--- config.mk ---
export PLATFORM = sky130hd
export DESIGN_NAME = cdt_timer_alarm
export DESIGN_NICKNAME = d
export VERILOG_FILES = /design/src/rtl/cdt_pkg.sv /design/src/rtl/cdt_rate_div.sv /design/src/rtl/cdt_timer_alarm.sv
export SDC_FILE = /design/constraint.sdc
export NUM_CORES = 1
export LEC_CHECK = 0
export ABC_AREA = 1
export BUFFER_PORTS_ARGS = -buffer_cell sky130_fd_sc_hd__clkbuf_2
export CAP_MARGIN = 20
export CORE_MARGIN = 3
export CORE_UTILIZATION = 55
export CTS_BUF_LIST = sky130_fd_sc_hd__clkbuf_16
export DETAILED_ROUTE_END_ITERATION = 8
export PLACE_DENSITY = 0.87
export SYNTH_ARGS = -nofsm -noshare
export SYNTH_HDL_FRONTEND = slang
export SYNTH_SLANG_ARGS = --single-unit
export TNS_END_PERCENT = 30
--- constraint.sdc ---
create_clock -name ref_clk -period 3.1 [get_ports ref_clk]
set_clock_uncertainty 0.05 [all_clocks]
set_input_delay 0.155 -clock ref_clk [delete_from_list [all_inputs] [get_ports ref_clk]]
set_output_delay 0.155 -clock ref_clk [all_outputs]
set_load 0.02 [all_outputs]
--- src/rtl/cdt_pkg.sv ---
// Constants and types for the countdown timer and alarm mode block.
// Assumes a 40 MHz ref_clk and a 256 Hz tick from the calendar timebase.
//
// How it works
// RQ1: While the enable bit is set, the countdown value decrements.
// RQ2: Clearing enable stops counting at once and keeps the current value.
// RQ3: With repeat set, a zero value reloads from the initial value register.
// RQ4: With repeat clear, the value stays at zero with no reload.
// RQ5: Software starts a countdown by raising repeat, then may clear it.
// RQ6: The read-only value drops by one per selected period, if enabled, nonzero.
// RQ7: Rate field: 00 256 Hz, 01 1 Hz, 10 once a minute, 11 once an hour.
// RQ8: Alarm mode selects the compared fields; a full match raises the alarm.
// RQ9: Alarm mode zero disables matching and is the reset default.
// RQ10: Alarm modes 9 to 15 are invalid and also disable the alarm.
// RQ11: Modes 1 to 4: yearly, monthly, weekly (weekday), daily field sets.
// RQ12: Modes 5 to 8: hourly, each minute, each second, ten per second.
// RQ13: Reaching zero sets a readable, clearable countdown flag once per expiry.
package cdt_pkg;

   // -------------------------------------------------------------
   // Register map
   // -------------------------------------------------------------
   localparam logic [7:0] CDT_OFS_CTRL = 8'h18;
   localparam logic [7:0] CDT_OFS_VALUE = 8'h19;
   localparam logic [7:0] CDT_OFS_INIT = 8'h1a;
   localparam logic [7:0] CDT_OFS_FLAGS = 8'h1c;

   // -------------------------------------------------------------
   // Field positions and reset values
   // -------------------------------------------------------------
   localparam int CDT_BIT_ENABLE = 7;
   localparam int CDT_BIT_REPEAT = 6;
   localparam int CDT_MODE_HI = 5;
   localparam int CDT_MODE_LO = 2;
   localparam int CDT_RATE_HI = 1;
   localparam int CDT_RATE_LO = 0;
   localparam int CDT_BIT_CD_FLAG = 0;
   localparam int CDT_BIT_AL_FLAG = 1;
   localparam logic [7:0] CDT_CTRL_RST = 8'h00;
   localparam logic [7:0] CDT_VALUE_RST = 8'h00;
   localparam logic [7:0] CDT_INIT_RST = 8'h00;

   // -------------------------------------------------------------
   // Timebase counts, minus one: 256 Hz ticks per second, seconds per minute, minutes per hour
   // -------------------------------------------------------------
   localparam logic [7:0] CDT_TICKS_PER_SEC_M1 = 8'hff;
   localparam logic [5:0] CDT_SEC_PER_MIN_M1 = 6'h3b;
   localparam logic [5:0] CDT_MIN_PER_HOUR_M1 = 6'h3b;

   typedef enum logic [1:0]
   {
      CDT_RATE_256HZ = 2'b00,
      CDT_RATE_1HZ = 2'b01,
      CDT_RATE_MIN = 2'b10,
      CDT_RATE_HOUR = 2'b11
   } cdt_rate_e;

   // Match enables, msb first: month date weekday hour min sec tenth hundredth
   typedef logic [7:0] cdt_mask_t;

endpackage

--- src/rtl/cdt_rate_div.sv ---
// Rate divider: turns the 256 Hz tick into the selected countdown tick.
// Assumes tick_256hz is a one-cycle pulse from logic on ref_clk.
`timescale 1ns/1ps
module cdt_rate_div
   import cdt_pkg::*;
(
   input wire logic ref_clk,
   input wire logic rst_n,
   input wire logic tick_256hz,
   input wire logic [1:0] rate_sel,
   output logic rate_tick
);

   typedef struct packed
   {
      logic [7:0] div;
      logic [5:0] sec;
      logic [5:0] min;
      logic tick;
   } cdt_div_s;

   cdt_div_s st_reg;
   cdt_div_s st_next;

   always_comb
   begin
      logic t_sec;
      logic t_min;
      logic t_hour;
      st_next = st_reg;
      t_sec = tick_256hz && (st_reg.div == CDT_TICKS_PER_SEC_M1);
      t_min = t_sec && (st_reg.sec == CDT_SEC_PER_MIN_M1);
      t_hour = t_min && (st_reg.min == CDT_MIN_PER_HOUR_M1);
      if (tick_256hz)
      begin
         st_next.div = st_reg.div + 8'h01;
      end
      if (t_sec)
      begin
         st_next.sec = t_min ? 6'h00 : st_reg.sec + 6'h01;
      end
      if (t_min)
      begin
         st_next.min = t_hour ? 6'h00 : st_reg.min + 6'h01;
      end
      // Free-running chain, so the first tick after a rate change is early
      unique case (cdt_rate_e'(rate_sel)) // [RQ7]
         CDT_RATE_256HZ: st_next.tick = tick_256hz;
         CDT_RATE_1HZ: st_next.tick = t_sec;
         CDT_RATE_MIN: st_next.tick = t_min;
         CDT_RATE_HOUR: st_next.tick = t_hour;
      endcase
   end

   always_ff @(posedge ref_clk or negedge rst_n)
   begin
      if (!rst_n)
      begin
         st_reg <= '0;
      end
      else
      begin
         st_reg <= st_next;
      end
   end

   assign rate_tick = st_reg.tick;

endmodule

--- src/rtl/cdt_timer_alarm.sv ---
// Countdown timer and alarm mode control of the real-time clock.
// Assumes the serial port front end supplies one-cycle register strobes on
// ref_clk, and calendar and alarm fields are stable values on ref_clk.
`timescale 1ns/1ps
module cdt_timer_alarm
   import cdt_pkg::*;
(
   input wire logic ref_clk,
   input wire logic rst_n,
   input wire logic [7:0] reg_addr,
   input wire logic [7:0] reg_wdata,
   input wire logic reg_wr,
   input wire logic reg_rd,
   output logic [7:0] reg_rdata,
   input wire logic tick_256hz,
   input wire logic [7:0] time_month,
   input wire logic [7:0] time_date,
   input wire logic [7:0] time_weekday,
   input wire logic [7:0] time_hours,
   input wire logic [7:0] time_minutes,
   input wire logic [7:0] time_seconds,
   input wire logic [7:0] time_hundredths,
   input wire logic [7:0] alarm_month,
   input wire logic [7:0] alarm_date,
   input wire logic [7:0] alarm_weekday,
   input wire logic [7:0] alarm_hours,
   input wire logic [7:0] alarm_minutes,
   input wire logic [7:0] alarm_seconds,
   input wire logic [7:0] alarm_hundredths,
   output logic countdown_irq,
   output logic alarm_irq
);

   // -------------------------------------------------------------
   // Helpers
   // -------------------------------------------------------------
   function automatic cdt_mask_t mode_mask(input logic [3:0] mode);
      unique case (mode) // [RQ8]
         4'h1: mode_mask = 8'hdf; // [RQ11]
         4'h2: mode_mask = 8'h5f; // [RQ11]
         4'h3: mode_mask = 8'h3f; // [RQ11]
         4'h4: mode_mask = 8'h1f; // [RQ11]
         4'h5: mode_mask = 8'h0f; // [RQ12]
         4'h6: mode_mask = 8'h07; // [RQ12]
         4'h7: mode_mask = 8'h03; // [RQ12]
         4'h8: mode_mask = 8'h01; // [RQ12]
         default: mode_mask = 8'h00; // [RQ9] [RQ10]
      endcase
   endfunction

   function automatic logic field_eq(input logic [7:0] a, input logic [7:0] b);
      field_eq = (a == b);
   endfunction

   // -------------------------------------------------------------
   // State
   // -------------------------------------------------------------
   typedef struct packed
   {
      logic [7:0] ctrl;
      logic [7:0] value;
      logic [7:0] init;
      logic [7:0] rdata;
      logic cd_flag;
      logic al_flag;
      logic match_d;
   } cdt_top_s;

   cdt_top_s st_reg;
   cdt_top_s st_next;
   logic rate_tick;
   logic [3:0] mode;
   logic [1:0] rate_sel;
   cdt_mask_t eq_vec;

   assign mode = st_reg.ctrl[CDT_MODE_HI:CDT_MODE_LO];
   assign rate_sel = st_reg.ctrl[CDT_RATE_HI:CDT_RATE_LO];

   // -------------------------------------------------------------
   // Rate divider
   // -------------------------------------------------------------
   cdt_rate_div u_div
   (
      .ref_clk(ref_clk),
      .rst_n(rst_n),
      .tick_256hz(tick_256hz),
      .rate_sel(rate_sel),
      .rate_tick(rate_tick)
   );

   // -------------------------------------------------------------
   // Alarm field compare
   // -------------------------------------------------------------
   // Tenths and hundredths share one byte, so they compare as nibbles
   assign eq_vec =
   {
      field_eq(time_month, alarm_month),
      field_eq(time_date, alarm_date),
      field_eq(time_weekday, alarm_weekday),
      field_eq(time_hours, alarm_hours),
      field_eq(time_minutes, alarm_minutes),
      field_eq(time_seconds, alarm_seconds),
      field_eq({4'h0, time_hundredths[7:4]}, {4'h0, alarm_hundredths[7:4]}),
      field_eq({4'h0, time_hundredths[3:0]}, {4'h0, alarm_hundredths[3:0]})
   };

   // -------------------------------------------------------------
   // Next state
   // -------------------------------------------------------------
   always_comb
   begin
      cdt_mask_t msk;
      logic match;
      logic cd_set;
      logic al_set;
      st_next = st_reg;

      // -------------------------------------------------------------
      // Alarm match
      // -------------------------------------------------------------
      msk = mode_mask(mode);
      // An all-zero mask means disabled, never a trivial match
      match = (msk != 8'h00) && ((eq_vec & msk) == msk); // [RQ8] [RQ9] [RQ10]
      st_next.match_d = match;
      al_set = match && !st_reg.match_d;
      cd_set = 1'b0;

      // -------------------------------------------------------------
      // Countdown
      // -------------------------------------------------------------
      // Reload ignores enable, so a stopped timer at zero still reloads
      if (st_reg.value == 8'h00)
      begin
         if (st_reg.ctrl[CDT_BIT_REPEAT])
         begin
            st_next.value = st_reg.init; // [RQ3] [RQ5]
         end
         // Repeat clear: held at zero [RQ4]
      end
      else if (st_reg.ctrl[CDT_BIT_ENABLE] && rate_tick) // [RQ1] [RQ2]
      begin
         st_next.value = st_reg.value - 8'h01; // [RQ6]
         cd_set = (st_reg.value == 8'h01); // [RQ13]
      end

      // -------------------------------------------------------------
      // Register write
      // -------------------------------------------------------------
      // Value register is read-only; a write to it falls to the default
      if (reg_wr)
      begin
         unique case (reg_addr)
            CDT_OFS_CTRL: st_next.ctrl = reg_wdata;
            CDT_OFS_INIT: st_next.init = reg_wdata;
            CDT_OFS_FLAGS:
            begin
               if (reg_wdata[CDT_BIT_CD_FLAG])
               begin
                  st_next.cd_flag = 1'b0;
               end
               if (reg_wdata[CDT_BIT_AL_FLAG])
               begin
                  st_next.al_flag = 1'b0;
               end
            end
            default: ;
         endcase
      end

      // -------------------------------------------------------------
      // Flag set
      // -------------------------------------------------------------
      // Hardware set beats a same-cycle software clear
      if (cd_set)
      begin
         st_next.cd_flag = 1'b1; // [RQ13]
      end
      if (al_set)
      begin
         st_next.al_flag = 1'b1; // [RQ8]
      end

      // -------------------------------------------------------------
      // Register read
      // -------------------------------------------------------------
      // Read data is registered and holds until the next read strobe
      if (reg_rd)
      begin
         unique case (reg_addr)
            CDT_OFS_CTRL: st_next.rdata = st_reg.ctrl;
            CDT_OFS_VALUE: st_next.rdata = st_reg.value; // [RQ2]
            CDT_OFS_INIT: st_next.rdata = st_reg.init;
            CDT_OFS_FLAGS: st_next.rdata = {6'h00, st_reg.al_flag, st_reg.cd_flag};
            default: st_next.rdata = 8'h00;
         endcase
      end
   end

   // -------------------------------------------------------------
   // Registers
   // -------------------------------------------------------------
   always_ff @(posedge ref_clk or negedge rst_n)
   begin
      if (!rst_n)
      begin
         st_reg.ctrl <= CDT_CTRL_RST; // [RQ9]
         st_reg.value <= CDT_VALUE_RST;
         st_reg.init <= CDT_INIT_RST;
         st_reg.rdata <= 8'h00;
         st_reg.cd_flag <= 1'b0;
         st_reg.al_flag <= 1'b0;
         st_reg.match_d <= 1'b0;
      end
      else
      begin
         st_reg <= st_next;
      end
   end

   // -------------------------------------------------------------
   // Outputs
   // -------------------------------------------------------------
   assign reg_rdata = st_reg.rdata;
   assign countdown_irq = st_reg.cd_flag;
   assign alarm_irq = st_reg.al_flag;

endmodule

== Word-level counts from Yosys, hierarchy flattened ==
Memories as Yosys holds them, arrays and structs flattened.
Cells that the tools add are included.

* Register bits after elaboration: 56
* Bits in read-only memories: 128
* Input bits: 133
* Output and inout bits: 10
* Memories kept: 1

* $add $sub $neg: 4
* Equal/unequal tests: 21
* Mux-type cells: 15
* Bitwise operators: 1
* Reductions and logical operators: 22

{| class="wikitable"
|+ Memory list
! name !! words !! bits a word !! read ports !! clocked after Yosys merged registers in !! write ports !! line !! text
|-
| (name not given) || 16 || 8 || 1 || 0 || 0 || cdt_timer_alarm.sv:38 || <nowiki>unique case (mode)</nowiki>
|}

{| class="wikitable"
|+ Operator list
! cell !! number
|-
| == test 8 bit || 7
|-
| == test 8 x 5 -> 1 bit, second input constant || 4
|-
| one-hot mux 8 bit (4 select lines) || 1
|-
| 2-to-1 mux 8 bit || 3
|-
| nonzero test 2 bit || 7
|-
| adder 6 x 1 -> 6 bit, second input constant || 2
|-
| == test 6 bit, second input constant || 2
|-
| 2-to-1 mux 6 bit || 2
|-
| adder 8 x 1 -> 8 bit, second input constant || 1
|-
| AND 8 bit || 1
|-
| == test 4 bit || 2
|-
| == test 8 x 1 -> 1 bit, second input constant || 1
|-
| == test 8 bit, second input constant || 1
|-
| logical NOT 8 bit || 1
|-
| nonzero test 8 bit || 1
|-
| subtractor 8 x 1 -> 8 bit, second input constant || 1
|-
| logical AND 1 bit || 6
|-
| 2-to-1 mux 1 bit || 6
|-
| AND reduction 2 bit || 3
|-
| AND reduction 3 bit || 2
|-
| == test 2 bit, second input constant || 2
|-
| 2-to-1 mux 2 bit || 2
|-
| one-hot mux 1 bit (4 select lines) || 1
|-
| == test 2 x 1 -> 1 bit, second input constant || 1
|-
| other kinds (3) || 3
|}

== Depth between registers and ports, before layout ==
Gate-level depths: netlist of run 1.

* Depth in word-level cells: 7
* Gate-level depth with buffers: 11
* Gate-level depth less buffers: 11

== Modules after synthesis ==
A second synthesis of run 1 with hierarchy kept.

* Cells, all modules: 591
* Area total of the unflattened synthesis: 4212.8 µm²

{| class="wikitable"
|+ By module, submodules not included
! module !! times used !! cells an instance !! area an instance (µm²) !! sequential area each (µm²)
|-
| cdt_timer_alarm || 1 || 456 || 3031.7 || 875.8
|-
| cdt_rate_div || 1 || 135 || 1181.1 || 525.5
|}

== Least setup slack after synthesis of run 1 ==
Ideal clock, no wire load.

* Path kind: register to register
* Start: reg u_div.st_reg[13] (netlist bit)
* End: reg u_div.st_reg[5] (netlist bit)
* Setup time: 119 ps
* Data arrival time: 1411 ps
* Data required time: 2931 ps
* Path slack: 1520 ps
* Cell stages (with the launch flop): 10
* Path buffers: 0
* Clock period less this slack: 1580 ps
* Cells stage by stage: dfrtp_1 ha_1 nand3_2 nor3_4 nand2_2 nor2_8 nand3_1 nand2_1 nand2_1 o21a_1

* Cells in the longest elaborated chain, start to end: 5

{| class="wikitable"
|+ Ends and longest elaborated chain
! element !! line !! text
|-
| start: declaration || cdt_rate_div.sv:22 || <nowiki>cdt_div_s st_reg;</nowiki>
|-
| start signal: assignment || cdt_rate_div.sv:63 || <nowiki>st_reg <= st_next;</nowiki>
|-
| == test 8 bit (*) || cdt_rate_div.sv:31 || <nowiki>t_sec = tick_256hz && (st_reg.div == CDT_TICKS_PER_SEC_M1);</nowiki>
|-
| logical AND 1 bit (*) || cdt_rate_div.sv:31 ||
|-
| logical AND 1 bit (*) || cdt_rate_div.sv:32 || <nowiki>t_min = t_sec && (st_reg.sec == CDT_SEC_PER_MIN_M1);</nowiki>
|-
| logical AND 1 bit || cdt_rate_div.sv:33 || <nowiki>t_hour = t_min && (st_reg.min == CDT_MIN_PER_HOUR_M1);</nowiki>
|-
| 2-to-1 mux 6 bit || cdt_rate_div.sv:44 || <nowiki>st_next.min = t_hour ? 6'h00 : st_reg.min + 6'h01;</nowiki>
|}

Mark *: on every way between the ends. The rest lies on a longest branch, timed or not.
A chain may end at the register's enable or synchronous reset.

== Worst setup path in the final report of run 1 ==
* Start: reg st_reg[24] (netlist bit)
* End: reg st_reg[22] (netlist bit)

* Cells in the longest elaborated chain, start to end: 3
* Elaborated cells on any way between the ends: 5

{| class="wikitable"
|+ Ends and longest elaborated chain
! element !! line !! text
|-
| start: declaration || cdt_timer_alarm.sv:69 || <nowiki>cdt_top_s st_reg;</nowiki>
|-
| start signal: assignment || cdt_timer_alarm.sv:216 || <nowiki>st_reg <= st_next;</nowiki>
|-
| logical NOT 8 bit (*) || cdt_timer_alarm.sv:132 || <nowiki>if (st_reg.value == 8'h00)</nowiki>
|-
| inequality test 2 bit (no source line) or nonzero test 2 bit (tied branches) || - ||
|-
| AND reduction 2 bit (no source line) || - ||
|}

Marked as above.

==> results of run 1 <==
==> cell families (layout without fill, tap and decap cells) <==
family / Yosys count / count (layout) / share of synthesized area (%)
and+or+nand+nor: 297 / 297 / 32.2
DFF: 56 / 56 / 34.8
adders and majority gates: 11 / 11 / 3.41
xor gates and xnor gates: 44 / 44 / 9.56
buffers and inverters: 103 / 241 / 10.9
AOI/OAI and AO/OA: 62 / 62 / 9.16
==> synth_stat cells, types with 3 or more instances <==
library cell  number
nor3_4             3
nand2_1          203
o211ai_1           7
ha_1              11
nand3_1           14
o21ai_1           18
a21oi_1           10
xor2_1            11
o21ai_0           13
nor2_1            47
nand2_2            8
buf_4              9
dfrtp_1           56
nand4_1            9
inv_1             79
xnor2_1           33
o21ai_2            8
nand3_2            3
inv_2              9
==> routing by layer <==
layer | routed length (um) | up-vias | global-route usage [%]
met5 | 0 | - | 0
met4 | 180 | 0 | 5.78
met3 | 608 | 17 | 4.59
met2 | 5250 | 125 | 44.9
met1 | 4320 | 1795 | 30.8
li1 | - | 2035 | -
==> worst paths after layout <==
kind / slack, ps / endpoint
worst min-delay path: 50 / st_reg[18]
max in group asynchronous: 1850 / u_div.st_reg[12]
worst min register to register: 440 / reg_rdata[0]
min in group asynchronous: 310 / reg_rdata[0]
worst max-delay path: 1250 / st_reg[22]
worst max register to register: 1250 / st_reg[22]
==> worst max-delay path: stages, from the launching register on <==
cell,delay [ps]
dfrtp_1,410
inv_2,80
nand2_2,80
nor3_4,190
nand3_2,280
clkinv_2,180
nand2_2,90
nand2_4,160
nor2_1,80
a31oi_1,160
==> metrics by stage <==
step,util (%),power [W],instances
global placement,68.6,0.00163,798
global route,70.9,0.00241,807
detailed placement,68.6,0.00168,798
CTS,70.9,0.00225,807
floorplan,-,0.00144,573
finish,70.9,0.00225,807
==> layout by cell type, fill, tap and decap left out <==
cell type and n:
nand2_1 203, clkbuf_2 142, inv_1 79, dfrtp_1 56, nor2_1 47, xnor2_1 33, o21ai_1 18, nand3_1 14
o21ai_0 13, xor2_1 11, ha_1 11, a21oi_1 10, inv_2 9, nand4_1 9, nand2_2 8, o21ai_2 8
o211ai_1 7, clkbuf_16 5, nand3_2 3, nor3_4 3, nor3_1 2, clkinv_2 2, nand2_4 2, a31oi_1 2
nor2_8 1, o22ai_1 1, nand3b_1 1, and2_1 1, o21a_1 1, o21bai_1 1, and3_1 1, nor4_4 1
nor4_2 1, a21boi_0 1, inv_6 1, clkinvlp_4 1, dlygate4sd3_1 1, buf_4 1
==> power by group <==
part | internal, W | switching (W)
combinational | 0.000305 | 0.000423
clock | 0.000302 | 0.000267
sequential | 0.000841 | 0.000117
==> timing repair <==
item,4_1_cts,5_1_grt
setup endpoints to repair,0,0
hold buffers,1,0
endpoints found under the hold margin,20,0
==> layout make-up <==
class,count,area [um2]
Fill cell,546,2020
Timing Repair Buffer,144,728
Inverter,89,335
Sequential cell,56,1400
Clock buffer,5,125
Clock inverter,3,21.3
Multi-Input combinational cell,414,2190
Tap cell,96,120
==> results.sh, run 1 <==
export IMPL_slew_limit_headroom_pct=51.0
export IMPL_syn_avg_cell_area_um2=7.04
export IMPL_numClockSinks=56
export IMPL_grt_usage_pct=24.9
export IMPL_synth_area_leaders="dfrtp_1 (35%), nand2_1 (19%), inv_1 (7.4%)"
export IMPL_synth_nets=717
export IMPL_async_reset_ff_share_pct=100
export IMPL_drc=0
export IMPL_place_gp_congestion=0.969
export IMPL_grt_pass1_vias=3839
export IMPL_wl_per_cell_um=12.8
export IMPL_clk_latency_ps=290
export IMPL_die_w_um=91.6
export IMPL_powerDensity_nw_per_um2=458
export IMPL_yosysTopAreaCell="dfrtp_1"
export IMPL_maxCapViolCount=0
export IMPL_critPathKind="reg2reg"
export IMPL_end_kind="register"
export IMPL_timing_rr_start="st_reg[24]"
export IMPL_dieArea_um2=8390
export IMPL_ctsHtreeMaxLevel=2
export IMPL_clkTransAtPathRegs_ps=70
export IMPL_die_h_um=91.6
export IMPL_p_leak_nw=2.87
export IMPL_cts_root_buf="clkbuf_16"
export IMPL_rsz0062_at_grt="false"
export IMPL_num_antenna_cells=0
export IMPL_synthFlopType="dfrtp_1"
export IMPL_maxSlewViolCount=0
export IMPL_period_share_pct=59.5
export IMPL_min_path_type="in2reg"
export IMPL_finalWorstSetupSlack_ps=1250
export IMPL_design_core_area_um2=6940
export IMPL_min_delay_start="reg_wdata[7]"
export IMPL_final_hold_viol_count=0
export IMPL_cts_tree="done"
export IMPL_drive_gt1_share_pct=26.4
export IMPL_cp_required_ps=3260
export IMPL_ys_warn_count=0
export IMPL_antenna_found_initial=0
export IMPL_tns_ps=0
export IMPL_synth_area_um2=4030
export IMPL_hpwl_um=8450
export IMPL_holdPathStages=3
export IMPL_cp_start_kind="register"
export IMPL_placed_cell_area_um2=4770
export IMPL_grt_pass1_wl_um=17400
export IMPL_ys_seq_area_share_pct=34.8
export IMPL_initial_utilization_pct=58.1
export IMPL_ys_ff_latch=56
export IMPL_first_iter_violations=212
export IMPL_numCtsBuffers=5
export IMPL_ioPinCount=143
export IMPL_startpoint="st_reg[24]"
export IMPL_routed_via_count=3972
export IMPL_post_cts_resized=0
export IMPL_overflow=0
export IMPL_yosys_area_top_type_share_pct=34.8
export IMPL_detail_route_antenna_nets=0
export IMPL_wl_um=10400
export IMPL_hold_ws_ps=52.8
export IMPL_vdd_drop_max_mv=0.315
export IMPL_finalCriticalPeriod_ps=1850
export IMPL_setup_viol=0
export IMPL_post_cts_buffers=0
export IMPL_syn_inst=573
export IMPL_rows=30
export IMPL_tightest_slew_ps=729
export IMPL_r2r_cells=9
export IMPL_synth_distinct_cells=36
export IMPL_largest_reg_flops=20
export IMPL_path_max_fanout=14
export IMPL_clk_path_buf_depth=2
export IMPL_pre_cts_slack_ps=1350
export IMPL_syn_to_final_growth_pct=22.1
export IMPL_portBuffers=142
export IMPL_fin_area_um2=4920
export IMPL_nets=854
export IMPL_synth_edf_count=0
export IMPL_clock_fmax_mhz=542
export IMPL_drt_pass1_iter_count=4
export IMPL_arrival_ps=2000
export IMPL_grt_max_degree=37
export IMPL_via_per_inst=4.92
export IMPL_status="completed"
No activity file was read; power rests on OpenSTA's default activity.
==> run 2: changes to the inputs <==
--- a/config.mk
+++ b/config.mk
@@ -9,10 +9,10 @@
 export BUFFER_PORTS_ARGS = -buffer_cell sky130_fd_sc_hd__clkbuf_2
 export CAP_MARGIN = 20
 export CORE_MARGIN = 3
-export CORE_UTILIZATION = 55
+export CORE_UTILIZATION = 46
 export CTS_BUF_LIST = sky130_fd_sc_hd__clkbuf_16
 export DETAILED_ROUTE_END_ITERATION = 8
-export PLACE_DENSITY = 0.87
+export PLACE_DENSITY = 0.78
 export SYNTH_ARGS = -nofsm -noshare
 export SYNTH_HDL_FRONTEND = slang
 export SYNTH_SLANG_ARGS = --single-unit
==> constraint.sdc (replaced) <==
create_clock -name ref_clk -period 1.5 [get_ports ref_clk]
set_clock_uncertainty 0.05 [all_clocks]
set_input_delay 0.075 -clock ref_clk [delete_from_list [all_inputs] [get_ports ref_clk]]
set_output_delay 0.075 -clock ref_clk [all_outputs]
set_load 0.02 [all_outputs]
==> run 2 against run 1 <==
Sequential cell count did not move. Final cell count rose by 5.6%. Count of clock-buffer cells in the layout is the same. Clock power rose by 110%. Die area grew 18%. Critical path depth unchanged. Combinational power grew to 2.5 times the previous value. Sequential share of layout area decreased by 1.9 points. Power is 120% higher. Critical path type unchanged. The run now ends with negative setup slack left. Via count increased by 1.7%. Core utilization shrank 8.0 points.
==> results.sh, run 2 (same netlist as run 1, synthesis figures left out) <==
export IMPL_die_w_um=99.6
export IMPL_startpoint="u_div.st_reg[14]"
export IMPL_grt_pass1_wl_um=17000
export IMPL_crit_slowest_cell="dfrtp_1"
export IMPL_arrival_ps=1760
export IMPL_routed_via_count=4039
export IMPL_layout_cells_non_filler=852
export IMPL_grt_usage_pct=20.9
export IMPL_dp_cells=833
export IMPL_min_delay_start="reg_wdata[3]"
export IMPL_path_common_cell="nand2_1"
export IMPL_critPathKind="reg2reg"
export IMPL_p_leak_nw=3.06
export IMPL_period_share_pct=108
export IMPL_dieArea_um2=9920
export IMPL_antenna_found_initial=0
export IMPL_ctsHtreeMaxLevel=2
export IMPL_largest_reg_flops=20
export IMPL_cts_root_buf="clkbuf_16"
export IMPL_clk_path_buf_depth=2
export IMPL_design_core_area_um2=8380
export IMPL_end_kind="register"
export IMPL_clkTransAtPathRegs_ps=80
export IMPL_cp_required_ps=1640
export IMPL_powerDensity_nw_per_um2=948
export IMPL_cp_cell_sequence="ha_2 -> nand3_4 -> nor3_4 -> nand2_4 -> nor2_8 -> nand2_1 -> nand2_1 -> nand2_1 -> o21a_1"
export IMPL_initial_utilization_pct=48.1
export IMPL_cp_start_kind="register"
export IMPL_clock_fmax_mhz=619
export IMPL_power_w=0.00499
export IMPL_max_stage_delay_ps=370
export IMPL_grt_max_degree=57
export IMPL_final_util_pct=62.9
export IMPL_nets=890
export IMPL_holdPathStages=3
export IMPL_setup_viol=11
export IMPL_die_h_um=99.6
export IMPL_drt_pass1_iter_count=4
export IMPL_vdd_drop_max_mv=0.899
export IMPL_r2r_cells=9
export IMPL_tns_ps=-619
export IMPL_hpwl_um=8420
export IMPL_r2r_end="u_div.st_reg[5]"
export IMPL_finalWorstSetupSlack_ps=-115
export IMPL_path_max_fanout=8
export IMPL_maxSlewViolCount=0
export IMPL_overflow=0
export IMPL_portBuffers=142
export IMPL_fill_cells=748
export IMPL_syn_to_final_growth_pct=30.7
export IMPL_slew_limit_headroom_pct=63.5
export IMPL_detail_route_antenna_nets=0
export IMPL_drive_gt1_share_pct=31.2
export IMPL_rows=33
export IMPL_r2r_slack_ps=-110
export IMPL_num_antenna_cells=0
export IMPL_via_per_inst=4.74
export IMPL_numClockSinks=56
export IMPL_wl_um=10400
export IMPL_min_to="st_reg[14]"
export IMPL_layout_commonest_cell="nand2_1"
export IMPL_ioPinCount=143
export IMPL_final_hold_viol_count=0
export IMPL_first_iter_violations=168
export IMPL_tightest_slew_ps=546
export IMPL_clk_latency_ps=300
export IMPL_rsz0062_at_grt="true"
export IMPL_violations="negative setup slack"
export IMPL_grt_pass1_vias=3853
export IMPL_timing_rr_start="u_div.st_reg[14]"
export IMPL_numCtsBuffers=5
export IMPL_most_common_layout_cells="nand2_1 (202), clkbuf_2 (142), inv_1 (77)"
export IMPL_drc=0
export IMPL_maxCapViolCount=0
export IMPL_wl_per_cell_um=12.2
export IMPL_min_path_type="in2reg"
export IMPL_status="finished, violations left"
export IMPL_pre_cts_slack_ps=-119
export IMPL_finalCriticalPeriod_ps=1610
export IMPL_place_gp_congestion=0.942
export IMPL_cts_tree="done"
[run 2: cell types whose count changed in the layout (fill, tap and decap cells not counted), moves of 3 or more]
cell and delta:
nor2_2 +4, dlygate4sd3_1 +3, nor2_1 -4, buf_4 +31
ha_1 -4, ha_2 +4
[run 2: what timing repair did]
action,CTS,global route
cloned,0,1
pin swaps,0,4
endpoints found under the setup margin,10,22
hold endpoints to repair,60,0
gates resized for setup,3,11
hold buffers,4,0
setup buffers,2,4
[run 2: power by group]
| group | switching (W) | leakage [nW] | total [W] | internal, W |
|---|---|---|---|---|
| sequential | 0.000216 | 0.731 | 0.00196 | 0.00174 |
| clock | 0.000568 | 0.0708 | 0.00120 | 0.000632 |
| combinational | 0.000954 | 2.26 | 0.00184 | 0.000884 |
[run 2: worst max path at each step]
stage,endpoint,depth (start not counted)
5_1_grt,u_div.st_reg[5],9
3_5_place_dp,u_div.st_reg[5],9
3_3_place_gp,u_div.st_reg[5],9
2_1_floorplan,u_div.st_reg[5],9
6_report,u_div.st_reg[5],9
4_1_cts,u_div.st_reg[5],9
[run 2: metrics by stage]
| step | area (um2) | hold WS [ps] |
|---|---|---|
| 2_1_floorplan | 4030 | -271 |
| 3_3_place_gp | 4990 | 46.7 |
| 3_5_place_dp | 4990 | 54.5 |
| 4_1_cts | 5200 | 2.62 |
| 5_1_grt | 5270 | 7.35 |
| 6_report | 5270 | 0.458 |
[run 2: layer usage]
metal	share of wire, %	GRT usage [%]	wire length [um]
met1	43	25.4	4430
met2	52	38.2	5370
met3	4.6	3.51	476
met4	1.3	5.57	136
met5	0	0	0
[run 2: cell type report]
| class | count | area (um2) | share of cell area [%] |
|---|---|---|---|
| tap | 105 | 131 | 2.49 |
| inverter | 89 | 335 | 6.36 |
| timing repair buffer | 179 | 1010 | 19.2 |
| clock inverter | 3 | 25.0 | 0.475 |
| multi-input combinational | 415 | 2240 | 42.5 |
| clock buffer | 5 | 125 | 2.37 |
| sequential | 56 | 1400 | 26.6 |
[run 2: critical path: cells and delay by family, from the launching register on]
family,cells,cell delay (ps)
fa+ha+maj,1,220
compound gates,1,90
flops,1,370
simple gates,7,780
